`config.mk`:
```
export PLATFORM = sky130hd
export DESIGN_NAME = cip_top
export DESIGN_NICKNAME = d
export VERILOG_FILES = /design/src/rtl/cip_pkg.sv /design/src/rtl/cip_prio_enc.sv /design/src/rtl/cip_top.sv
export SDC_FILE = /design/constraint.sdc
export NUM_CORES = 1
export LEC_CHECK = 0
export BUFFER_PORTS_ARGS = -buffer_cell sky130_fd_sc_hd__buf_2
export CAP_MARGIN = 20
export CORE_ASPECT_RATIO = 0.8
export CORE_UTILIZATION = 50
export CTS_CLUSTER_SIZE = 16
export DETAILED_ROUTE_END_ITERATION = 6
export PLACE_DENSITY = 0.87
export RECOVER_POWER = 50
export SETUP_SLACK_MARGIN = 0.05
export SLEW_MARGIN = 40
export SYNTH_ARGS = -nofsm -noshare
export SYNTH_HDL_FRONTEND = slang
export SYNTH_HIERARCHICAL = 1
export SYNTH_SLANG_ARGS = --single-unit
```
`constraint.sdc`:
```
create_clock -name aclk -period 1.95 [get_ports aclk]
set_input_delay 0 -clock aclk [delete_from_list [all_inputs] [get_ports aclk]]
set_output_delay 0 -clock aclk [all_outputs]
set_load 0.02 [all_outputs]
```
`src/rtl/cip_pkg.sv`:
```
// Package: register map, field layout and reset values of the interrupt prioritizer
package cip_pkg;
    // ------------------------------------------------------------
    // Geometry
    // ------------------------------------------------------------
    localparam int CIP_NCH = 32;
    localparam int CIP_IDXW = 6;
    // No-interrupt vector value: bit 5 set, never a channel number
    localparam logic [5:0] CIP_NO_VECTOR = 6'h3f;

    // ------------------------------------------------------------
    // Register byte offsets
    // ------------------------------------------------------------
    localparam logic [7:0] CIP_OFF_MASK = 8'h00;
    localparam logic [7:0] CIP_OFF_LEVEL = 8'h04;
    localparam logic [7:0] CIP_OFF_PEND = 8'h08;
    localparam logic [7:0] CIP_OFF_FAST_VEC = 8'h0c;
    localparam logic [7:0] CIP_OFF_NORM_VEC = 8'h10;
    localparam logic [7:0] CIP_OFF_SWREQ = 8'h14;
    localparam logic [7:0] CIP_OFF_SAG_STAT = 8'h18;
    localparam logic [7:0] CIP_OFF_EVT_STAT = 8'h1c;
    localparam logic [7:0] CIP_OFF_EVT_CLR = 8'h20;
    localparam logic [7:0] CIP_OFF_EVT_EN = 8'h24;

    // ------------------------------------------------------------
    // Reset values and responses
    // ------------------------------------------------------------
    localparam logic [31:0] CIP_MASK_RST = 32'h0000_0000;
    localparam logic [31:0] CIP_LEVEL_RST = 32'h0000_0000;
    localparam logic [1:0] CIP_RESP_OKAY = 2'h0;
    localparam logic [1:0] CIP_RESP_SLVERR = 2'h2;

    // ------------------------------------------------------------
    // Channel numbers of fixed sources
    // ------------------------------------------------------------
    localparam int CIP_CH_SAG = 0;
    localparam int CIP_CH_PIN = 1;
    localparam int CIP_CH_WD_EXP = 2;
    localparam int CIP_CH_WD_HALF = 3;
    localparam int CIP_CH_SER_ERR = 4;
    localparam int CIP_CH_SER0_RX = 5;
    localparam int CIP_CH_SER0_TX = 6;
    localparam int CIP_CH_SER1_RX = 7;
    localparam int CIP_CH_SER1_TX = 8;
    localparam int CIP_CH_PMBUS = 9;
    localparam int CIP_CH_CMP_SER = 10;
    localparam int CIP_CH_SW = 31;

    // Event status bits
    localparam int CIP_EV_FAST = 0;
    localparam int CIP_EV_NORM = 1;
    localparam int CIP_EV_SAG = 2;
    localparam int CIP_NEV = 3;
endpackage

```
`src/rtl/cip_prio_enc.sv`:
```
// Fixed-precedence encoder: highest set bit wins
`timescale 1ns/1ps
module cip_prio_enc
    import cip_pkg::*;
#(
    parameter int NCH = 32
) (
    input wire logic [NCH-1:0] req,
    output logic [5:0] index,
    output logic any
);
    // ------------------------------------------------------------
    // Scan upward so the highest channel overrides
    // ------------------------------------------------------------
    always_comb begin
        index = CIP_NO_VECTOR;
        any = 1'b0;
        for (int i = 0; i < NCH; i++) begin
            if (req[i]) begin
                index = 6'(i);
                any = 1'b1;
            end
        end
    end
endmodule

```
`src/rtl/cip_top.sv`:
```
// Central interrupt prioritizer: request mapping, masking, levels, vectors, AXI4-Lite slave
// ------------------------------------------------------------
// Overview of operation
// - Thirty-two independent request channels, numbered 0 to 31.
// - Fast and normal interrupt outputs; fast takes priority over normal.
// - Each level shows the vector index of its highest unmasked pending channel.
// - Precedence fixed by number; channel 31 highest, channel 0 lowest.
// - Per-channel mask; masked channel drives neither level output and no vector.
// - Supply sag sets a status bit and requests channel 0.
// - External pin request goes to channel 1.
// - Watchdog expiry request goes to channel 2.
// - Watchdog halfway wake-up request goes to channel 3.
// - Errors from both serial ports share channel 4.
// - Serial port 0 receive on channel 5, transmit empty on 6.
// - Serial port 1 receive on channel 7, transmit empty on 8.
// - PMBus request goes to channel 9.
// - Comparator, SPI and I2C requests combine onto channel 10.
// - Channel 31 is the software request; 11 to 30 other sources.
// ------------------------------------------------------------
//
// The implementer's own choices: register access over AXI4-Lite and the placing of the registers.
`timescale 1ns/1ps
module cip_top
    import cip_pkg::*;
(
    input wire logic aclk,
    input wire logic aresetn,
    input wire logic [31:0] s_axi_awaddr,
    input wire logic s_axi_awvalid,
    output logic s_axi_awready,
    input wire logic [31:0] s_axi_wdata,
    input wire logic [3:0] s_axi_wstrb,
    input wire logic s_axi_wvalid,
    output logic s_axi_wready,
    output logic [1:0] s_axi_bresp,
    output logic s_axi_bvalid,
    input wire logic s_axi_bready,
    input wire logic [31:0] s_axi_araddr,
    input wire logic s_axi_arvalid,
    output logic s_axi_arready,
    output logic [31:0] s_axi_rdata,
    output logic [1:0] s_axi_rresp,
    output logic s_axi_rvalid,
    input wire logic s_axi_rready,
    input wire logic supply_sag_request,
    input wire logic pin_event_request,
    input wire logic watchdog_expiry_request,
    input wire logic watchdog_halfway_request,
    input wire logic serial0_error_request,
    input wire logic serial1_error_request,
    input wire logic serial0_receive_request,
    input wire logic serial0_transmit_request,
    input wire logic serial1_receive_request,
    input wire logic serial1_transmit_request,
    input wire logic pmbus_request,
    input wire logic comparator_request,
    input wire logic spi_request,
    input wire logic i2c_request,
    input wire logic [19:0] upper_requests,
    output logic fast_interrupt_level,
    output logic normal_interrupt_level,
    output logic event_irq
);
    // ------------------------------------------------------------
    // Input synchronisers: all external sources are treated as asynchronous
    // ------------------------------------------------------------
    logic [CIP_NCH-1:0] raw_req;
    logic [CIP_NCH-1:0] sync1;
    logic [CIP_NCH-1:0] pending;
    logic [CIP_NCH-1:0] sw_req;
    logic [CIP_NCH-1:0] mask_en;
    logic [CIP_NCH-1:0] level_fast;
    logic [CIP_NCH-1:0] next_mask_en;
    logic [CIP_NCH-1:0] next_level_fast;
    logic [CIP_NCH-1:0] next_sw_req;

    // Fixed source-to-channel map; level sources, held until removed
    always_comb begin
        raw_req = {CIP_NCH{1'b0}};
        raw_req[CIP_CH_SAG] = supply_sag_request;
        raw_req[CIP_CH_PIN] = pin_event_request;
        raw_req[CIP_CH_WD_EXP] = watchdog_expiry_request;
        raw_req[CIP_CH_WD_HALF] = watchdog_halfway_request;
        raw_req[CIP_CH_SER_ERR] = serial0_error_request | serial1_error_request;
        raw_req[CIP_CH_SER0_RX] = serial0_receive_request;
        raw_req[CIP_CH_SER0_TX] = serial0_transmit_request;
        raw_req[CIP_CH_SER1_RX] = serial1_receive_request;
        raw_req[CIP_CH_SER1_TX] = serial1_transmit_request;
        raw_req[CIP_CH_PMBUS] = pmbus_request;
        raw_req[CIP_CH_CMP_SER] = comparator_request | spi_request | i2c_request;
        raw_req[CIP_CH_SW-1:CIP_CH_CMP_SER+1] = upper_requests;
    end

    // Two flops; software channel bypasses since it is already in this domain
    always_ff @(posedge aclk) begin
        if (!aresetn) begin
            sync1 <= '0;
            pending <= '0;
        end else begin
            sync1 <= raw_req;
            pending <= sync1 | sw_req;
        end
    end

    // ------------------------------------------------------------
    // Masking, level split and ranking
    // ------------------------------------------------------------
    logic [CIP_NCH-1:0] active;
    logic [CIP_NCH-1:0] fast_set;
    logic [CIP_NCH-1:0] norm_set;
    logic [5:0] fast_idx;
    logic [5:0] norm_idx;
    logic fast_any;
    logic norm_any;

    assign active = pending & mask_en;
    assign fast_set = active & level_fast;
    assign norm_set = active & ~level_fast;

    cip_prio_enc #(.NCH(CIP_NCH)) u_fast_enc (
        .req(fast_set),
        .index(fast_idx),
        .any(fast_any)
    );
    cip_prio_enc #(.NCH(CIP_NCH)) u_norm_enc (
        .req(norm_set),
        .index(norm_idx),
        .any(norm_any)
    );

    // Registered outputs and vectors; fast line overrides normal at the core
    logic fast_q;
    logic norm_q;
    logic [5:0] fast_vec;
    logic [5:0] norm_vec;
    always_ff @(posedge aclk) begin
        if (!aresetn) begin
            fast_q <= 1'b0;
            norm_q <= 1'b0;
            fast_vec <= CIP_NO_VECTOR;
            norm_vec <= CIP_NO_VECTOR;
        end else begin
            fast_q <= fast_any;
            norm_q <= norm_any;
            fast_vec <= fast_idx;
            norm_vec <= norm_idx;
        end
    end
    assign fast_interrupt_level = fast_q;
    assign normal_interrupt_level = norm_q;

    // ------------------------------------------------------------
    // Sticky events: fast/normal assertion and supply sag
    // ------------------------------------------------------------
    logic [CIP_NEV-1:0] evt_stat;
    logic [CIP_NEV-1:0] evt_en;
    logic [CIP_NEV-1:0] next_evt_stat;
    logic [CIP_NEV-1:0] next_evt_en;
    logic [CIP_NEV-1:0] evt_hit;
    logic [CIP_NEV-1:0] evt_clr;
    logic sag_seen;
    logic next_sag_seen;
    logic sag_prev;

    always_ff @(posedge aclk) begin
        if (!aresetn) begin
            sag_prev <= 1'b0;
        end else begin
            sag_prev <= pending[CIP_CH_SAG];
        end
    end

    always_comb begin
        evt_hit = '0;
        evt_hit[CIP_EV_FAST] = fast_any & ~fast_q;
        evt_hit[CIP_EV_NORM] = norm_any & ~norm_q;
        evt_hit[CIP_EV_SAG] = pending[CIP_CH_SAG] & ~sag_prev;
        // Set wins over a same-cycle clear
        next_evt_stat = (evt_stat & ~evt_clr) | evt_hit;
    end
    assign event_irq = |(evt_stat & evt_en);

    // ------------------------------------------------------------
    // AXI4-Lite slave: one write and one read outstanding
    // ------------------------------------------------------------
    logic aw_held;
    logic w_held;
    logic [7:0] aw_addr;
    logic [31:0] w_data;
    logic [3:0] w_strb;
    logic bvalid_q;
    logic [1:0] bresp_q;
    logic rvalid_q;
    logic [31:0] rdata_q;
    logic [1:0] rresp_q;
    logic next_aw_held;
    logic next_w_held;
    logic [7:0] next_aw_addr;
    logic [31:0] next_w_data;
    logic [3:0] next_w_strb;
    logic next_bvalid;
    logic [1:0] next_bresp;
    logic next_rvalid;
    logic [31:0] next_rdata;
    logic [1:0] next_rresp;
    logic do_write;

    // Byte-lane merge, reused by the mask, level and software request registers
    function automatic logic [31:0] lane_merge(input logic [31:0] old, input logic [31:0] d,
                                               input logic [3:0] s);
        logic [31:0] r;
        r = old;
        for (int b = 0; b < 4; b++) begin
            if (s[b]) begin
                r[b*8 +: 8] = d[b*8 +: 8];
            end
        end
        return r;
    endfunction

    assign s_axi_awready = ~aw_held & ~bvalid_q;
    assign s_axi_wready = ~w_held & ~bvalid_q;
    assign s_axi_arready = ~rvalid_q;
    assign do_write = aw_held & w_held & ~bvalid_q;

    always_comb begin
        next_aw_held = aw_held;
        next_w_held = w_held;
        next_aw_addr = aw_addr;
        next_w_data = w_data;
        next_w_strb = w_strb;
        next_bvalid = bvalid_q;
        next_bresp = bresp_q;
        next_rvalid = rvalid_q;
        next_rdata = rdata_q;
        next_rresp = rresp_q;
        next_mask_en = mask_en;
        next_level_fast = level_fast;
        next_sw_req = sw_req;
        next_evt_en = evt_en;
        evt_clr = '0;
        next_sag_seen = sag_seen | evt_hit[CIP_EV_SAG];
        if (s_axi_awvalid && s_axi_awready) begin
            next_aw_held = 1'b1;
            next_aw_addr = s_axi_awaddr[7:0];
        end
        if (s_axi_wvalid && s_axi_wready) begin
            next_w_held = 1'b1;
            next_w_data = s_axi_wdata;
            next_w_strb = s_axi_wstrb;
        end
        if (do_write) begin
            next_aw_held = 1'b0;
            next_w_held = 1'b0;
            next_bvalid = 1'b1;
            next_bresp = CIP_RESP_OKAY;
            case (aw_addr)
                CIP_OFF_MASK: next_mask_en = lane_merge(mask_en, w_data, w_strb);
                CIP_OFF_LEVEL: next_level_fast = lane_merge(level_fast, w_data, w_strb);
                CIP_OFF_SWREQ: next_sw_req = lane_merge(sw_req, w_data, w_strb) & (32'h1 << CIP_CH_SW);
                CIP_OFF_SAG_STAT: next_sag_seen = sag_seen & ~(w_strb[0] & w_data[0]);
                CIP_OFF_EVT_CLR: evt_clr = w_strb[0] ? w_data[CIP_NEV-1:0] : '0;
                CIP_OFF_EVT_EN: next_evt_en = w_strb[0] ? w_data[CIP_NEV-1:0] : evt_en;
                CIP_OFF_PEND, CIP_OFF_FAST_VEC, CIP_OFF_NORM_VEC, CIP_OFF_EVT_STAT: begin
                    next_bresp = CIP_RESP_OKAY;
                end
                default: next_bresp = CIP_RESP_SLVERR;
            endcase
            if (aw_addr == CIP_OFF_SAG_STAT && evt_hit[CIP_EV_SAG]) begin
                next_sag_seen = 1'b1;
            end
        end
        if (bvalid_q && s_axi_bready) begin
            next_bvalid = 1'b0;
        end
        if (rvalid_q && s_axi_rready) begin
            next_rvalid = 1'b0;
        end
        if (s_axi_arvalid && s_axi_arready) begin
            next_rvalid = 1'b1;
            next_rresp = CIP_RESP_OKAY;
            next_rdata = '0;
            case (s_axi_araddr[7:0])
                CIP_OFF_MASK: next_rdata = mask_en;
                CIP_OFF_LEVEL: next_rdata = level_fast;
                CIP_OFF_PEND: next_rdata = pending;
                CIP_OFF_FAST_VEC: next_rdata = {26'h0, fast_vec};
                CIP_OFF_NORM_VEC: next_rdata = {26'h0, norm_vec};
                CIP_OFF_SWREQ: next_rdata = sw_req;
                CIP_OFF_SAG_STAT: next_rdata = {31'h0, sag_seen};
                CIP_OFF_EVT_STAT: next_rdata = {29'h0, evt_stat};
                CIP_OFF_EVT_CLR: next_rdata = '0;
                CIP_OFF_EVT_EN: next_rdata = {29'h0, evt_en};
                default: next_rresp = CIP_RESP_SLVERR;
            endcase
        end
    end

    always_ff @(posedge aclk) begin
        if (!aresetn) begin
            aw_held <= 1'b0;
            w_held <= 1'b0;
            aw_addr <= '0;
            w_data <= '0;
            w_strb <= '0;
            bvalid_q <= 1'b0;
            bresp_q <= CIP_RESP_OKAY;
            rvalid_q <= 1'b0;
            rdata_q <= '0;
            rresp_q <= CIP_RESP_OKAY;
            mask_en <= CIP_MASK_RST;
            level_fast <= CIP_LEVEL_RST;
            sw_req <= '0;
            evt_stat <= '0;
            evt_en <= '0;
            sag_seen <= 1'b0;
        end else begin
            aw_held <= next_aw_held;
            w_held <= next_w_held;
            aw_addr <= next_aw_addr;
            w_data <= next_w_data;
            w_strb <= next_w_strb;
            bvalid_q <= next_bvalid;
            bresp_q <= next_bresp;
            rvalid_q <= next_rvalid;
            rdata_q <= next_rdata;
            rresp_q <= next_rresp;
            mask_en <= next_mask_en;
            level_fast <= next_level_fast;
            sw_req <= next_sw_req;
            evt_stat <= next_evt_stat;
            evt_en <= next_evt_en;
            sag_seen <= next_sag_seen;
        end
    end

    assign s_axi_bvalid = bvalid_q;
    assign s_axi_bresp = bresp_q;
    assign s_axi_rvalid = rvalid_q;
    assign s_axi_rdata = rdata_q;
    assign s_axi_rresp = rresp_q;
endmodule

```
==> results.sh <==
export IMPL_r2r_start="mask_en[3]"
export IMPL_drv_slew=0
export IMPL_route_detailed_drc=0
export IMPL_ys_types=66
export IMPL_hold_end="s_axi_rdata[0]"
export IMPL_cp_data_required_time_ns=2.37
export IMPL_final_nets=1532
export IMPL_worstRegToRegCells=8
export IMPL_cpMaxStageDelayCell="nor4_1"
export IMPL_routed_wl_mm=30.20
export IMPL_firstDrtPassIters=5
export IMPL_io_pins=185
export IMPL_cp_common_cell="nor2b_4"
export IMPL_ys_seq_area_share_pct=46.27
export IMPL_clk_pin_slew_ns=0.06
export IMPL_power_density_nw_per_um2=823.5
export IMPL_critical_path_max_stage_delay_ns=0.45
export IMPL_synth_xor_xnor_area_share_pct=0
export IMPL_cp_arrival_ns=2.50
export IMPL_grt_pass1_wl_mm=46.11
export IMPL_fin_worst_skew_ns=0.02670
export IMPL_core_area_sq_um=19310
export IMPL_ir_drop_mv=0.6442
export IMPL_synth_warning_count=6
export IMPL_diodes=0
export IMPL_reg2reg_slack_ns=-0.14
export IMPL_holdPathStages=5
export IMPL_syn_avg_cell_area_sq_um=8.759
export IMPL_whs_ns=0.05147
export IMPL_worstPathCellList="nand2_1 > nor2_1 > nor4_1 > nor2b_4 > nand3_2 > or3_4 > nor2b_4 > o21a_1"
export IMPL_grt_pass1_vias=9079
export IMPL_async_reset_ff_share_pct=0
export IMPL_fin_crit_ns=2.086
export IMPL_utilization_pct=68.33
export IMPL_start_util_pct=51.98
export IMPL_synth_top_flop_cell="dfxtp_1"
export IMPL_synth_top_family_by_area="simple AND/OR/NAND/NOR gates"
export IMPL_antenna_found_initial=0
export IMPL_viasPerCell=5.699
export IMPL_startpoint="mask_en[3]"
export IMPL_gp_congestion=0.9596
export IMPL_cts_tree="built"
export IMPL_gr_usage_all_layers_pct=28.00
export IMPL_grt_max_degree=99
export IMPL_synth_cell_area_sq_um=10040
export IMPL_synthAdderAreaFrac_pct=0
export IMPL_hold_path_class="in -> reg"
export IMPL_r2r_end="evt_stat[1]"
export IMPL_ant_nets=0
export IMPL_hold_violations=0
export IMPL_leakagePower_nw=5.482
export IMPL_port_buffers=134
export IMPL_drive_above_1_share_pct=20.88
export IMPL_die_h_microns=128.7
export IMPL_overflow=0
export IMPL_clockRootBuffer="clkbuf_16"
export IMPL_synthCells=1146
export IMPL_outcome="finished with violations"
export IMPL_rows=45
export IMPL_cts_buffers=23
export IMPL_cp_start_kind="flop"
export IMPL_drt_iter0_drc=805
export IMPL_clock_latency_ns=0.53
export IMPL_hold_start="s_axi_araddr[1]"
export IMPL_die_area_sq_um=20650
export IMPL_crit_fanout=4
export IMPL_period_share_pct=107.0
export IMPL_htreeDepth=1
export IMPL_ys_seq_elements=232
export IMPL_vias=9495
export IMPL_wl_per_cell_microns=18.13
export IMPL_critical_path_buf_inv_count=0
export IMPL_synth_compound_area_share_pct=15.13
export IMPL_violations="setup timing"
export IMPL_worst_slack_ns=-0.1362
export IMPL_drv_cap=0
export IMPL_synth_edf_count=0
export IMPL_rsz0062_at_grt="yes"
export IMPL_muxShareOfSynthArea_pct=5.808
export IMPL_end_kind="flop"
export IMPL_clkSinkCount=232
export IMPL_path_delay_family="simple AND/OR/NAND/NOR gates"
export IMPL_area_delta_synth_final_pct=31.45
export IMPL_die_x_microns=160.4
export IMPL_setup_viol=7
export IMPL_clock_fmax_ghz=0.4793
export IMPL_clockBufferDepth=3
export IMPL_critPathKind="reg -> reg"
export IMPL_dp_hpwl_mm=18.89
export IMPL_slew_headroom_pct=47.46
export IMPL_worst_slew_pin_slew_ns=0.7881
export IMPL_yosys_area_share_simple_pct=28.53
-- registers in the layout, summed over array words and instances, names as in the netlist, 4 cells and up --
register     count
aw_addr          8
fast_vec         6
level_fast      32
mask_en         32
norm_vec         6
pending         32
s_axi_rdata     32
sync1           31
w_data          32
w_strb           4
-- layout by cell type (no fill, tap or decap), types with 13 or more instances in the layout --
cell type	instances
clkbuf_1	42
nor2_2	14
o21ai_1	24
and3_1	23
a21oi_1	13
a22o_1	29
nand2_1	201
buf_4	43
nor4_1	13
and2_1	46
and2_0	18
inv_1	16
nand2b_1	13
a21boi_0	49
nor2b_1	30
dfxtp_1	211
dfxtp_2	21
buf_2	93
clkbuf_16	24
o21ai_0	65
mux2i_1	47
dlygate4sd3_1	105
nor2_1	47
nand3_1	55
-- metal layers --
layer | vias up | GRT usage (%) | wire length (microns)
met2 | 504 | 45.25 | 13540
li1 | 4454 | - | -
met1 | 4443 | 37.02 | 12830
met5 | - | 0 | 0
met3 | 94 | 6.028 | 2743
met4 | 0 | 10.14 | 1099
-- Yosys cell counts, types with 16 or more instances --
cell type	count	share of area, %
a21boi_0	49	3.7
dfxtp_1	232	46
o21ai_0	57	2.8
mux2i_1	47	4.7
a22o_1	29	2.5
nor2b_1	33	2.1
nor2_1	63	2.4
nand3_1	55	2.7
o21ai_1	32	1.6
and2_1	66	4.1
and3_1	34	2.1
inv_1	16	0.60
nand2_1	204	7.6
clkbuf_1	46	1.7
-- what timing repair did --
item                                    CTS  global route
setup buffers                             3             2
gates resized for setup                  15            65
pin swaps                                 6            13
hold endpoints to repair                102             0
gates cloned                              0             1
hold buffers                            105             0
endpoints found under the setup margin    5            21
-- per-stage QoR --
step                TNS [ns]  total power [W]  cell area (sq um)  setup slack, ns  cells
finish               -0.4501          0.01087              13200          -0.1362   1666
global route          -1.689          0.01119              13200          -0.1901   1666
CTS                  -0.3473          0.01082              13050          -0.1199   1663
detailed placement   -0.2537         0.005754              11080          -0.1523   1513
global placement     -0.1484         0.005731              11080         -0.09841   1513
floorplan           -0.06171         0.005488              10060         -0.06124   1147
-- power by group --
group          switching (W)  leakage [nW]  internal (W)  total [W]
registers           0.000122          1.90       0.00488    0.00500
clock network        0.00193         0.419       0.00308    0.00500
logic               0.000447          3.16      0.000417   0.000864
total                0.00249          5.48       0.00837     0.0109
-- how the worst max path moves through the flow --
stage / endpoint / slack [ns] / cells past startpoint
floorplan: evt_stat[0] / -0.06 / 7
detailed placement: evt_stat[0] / -0.15 / 7
global route: evt_stat[0] / -0.19 / 7
global placement: evt_stat[0] / -0.1 / 7
finish: evt_stat[1] / -0.14 / 8
CTS: evt_stat[0] / -0.12 / 7
-- worst reg2reg max path: cells and delay by family (launching register included) --
family | cells | cell delay [ns]
AOI/OAI and AO/OA | 1 | 0.16
and+or+nand+nor | 7 | 1.48
DFF | 1 | 0.34
-- kinds of logic (layout without fill, tap and decap cells) --
kind of cell           count (synthesis)  after routing
AO/OA/AOI/OAI                        228            228
buffers and inverters                 89            350
flip-flops                           232            232
multiplexers                          54             54
other                                  1              2
AND/OR/NAND/NOR                      542            542
-- final cells by class --
type	instances	area, sq um
Tap cell	258	322.8
Timing Repair Buffer	290	2106
Clock buffer	27	620.6
Inverter	18	67.56
Sequential cell	232	4671
Multi-Input combinational cell	826	5174
Fill cell	1407	6117
Clock inverter	15	234.0
Power figures use the tool's default switching activity.
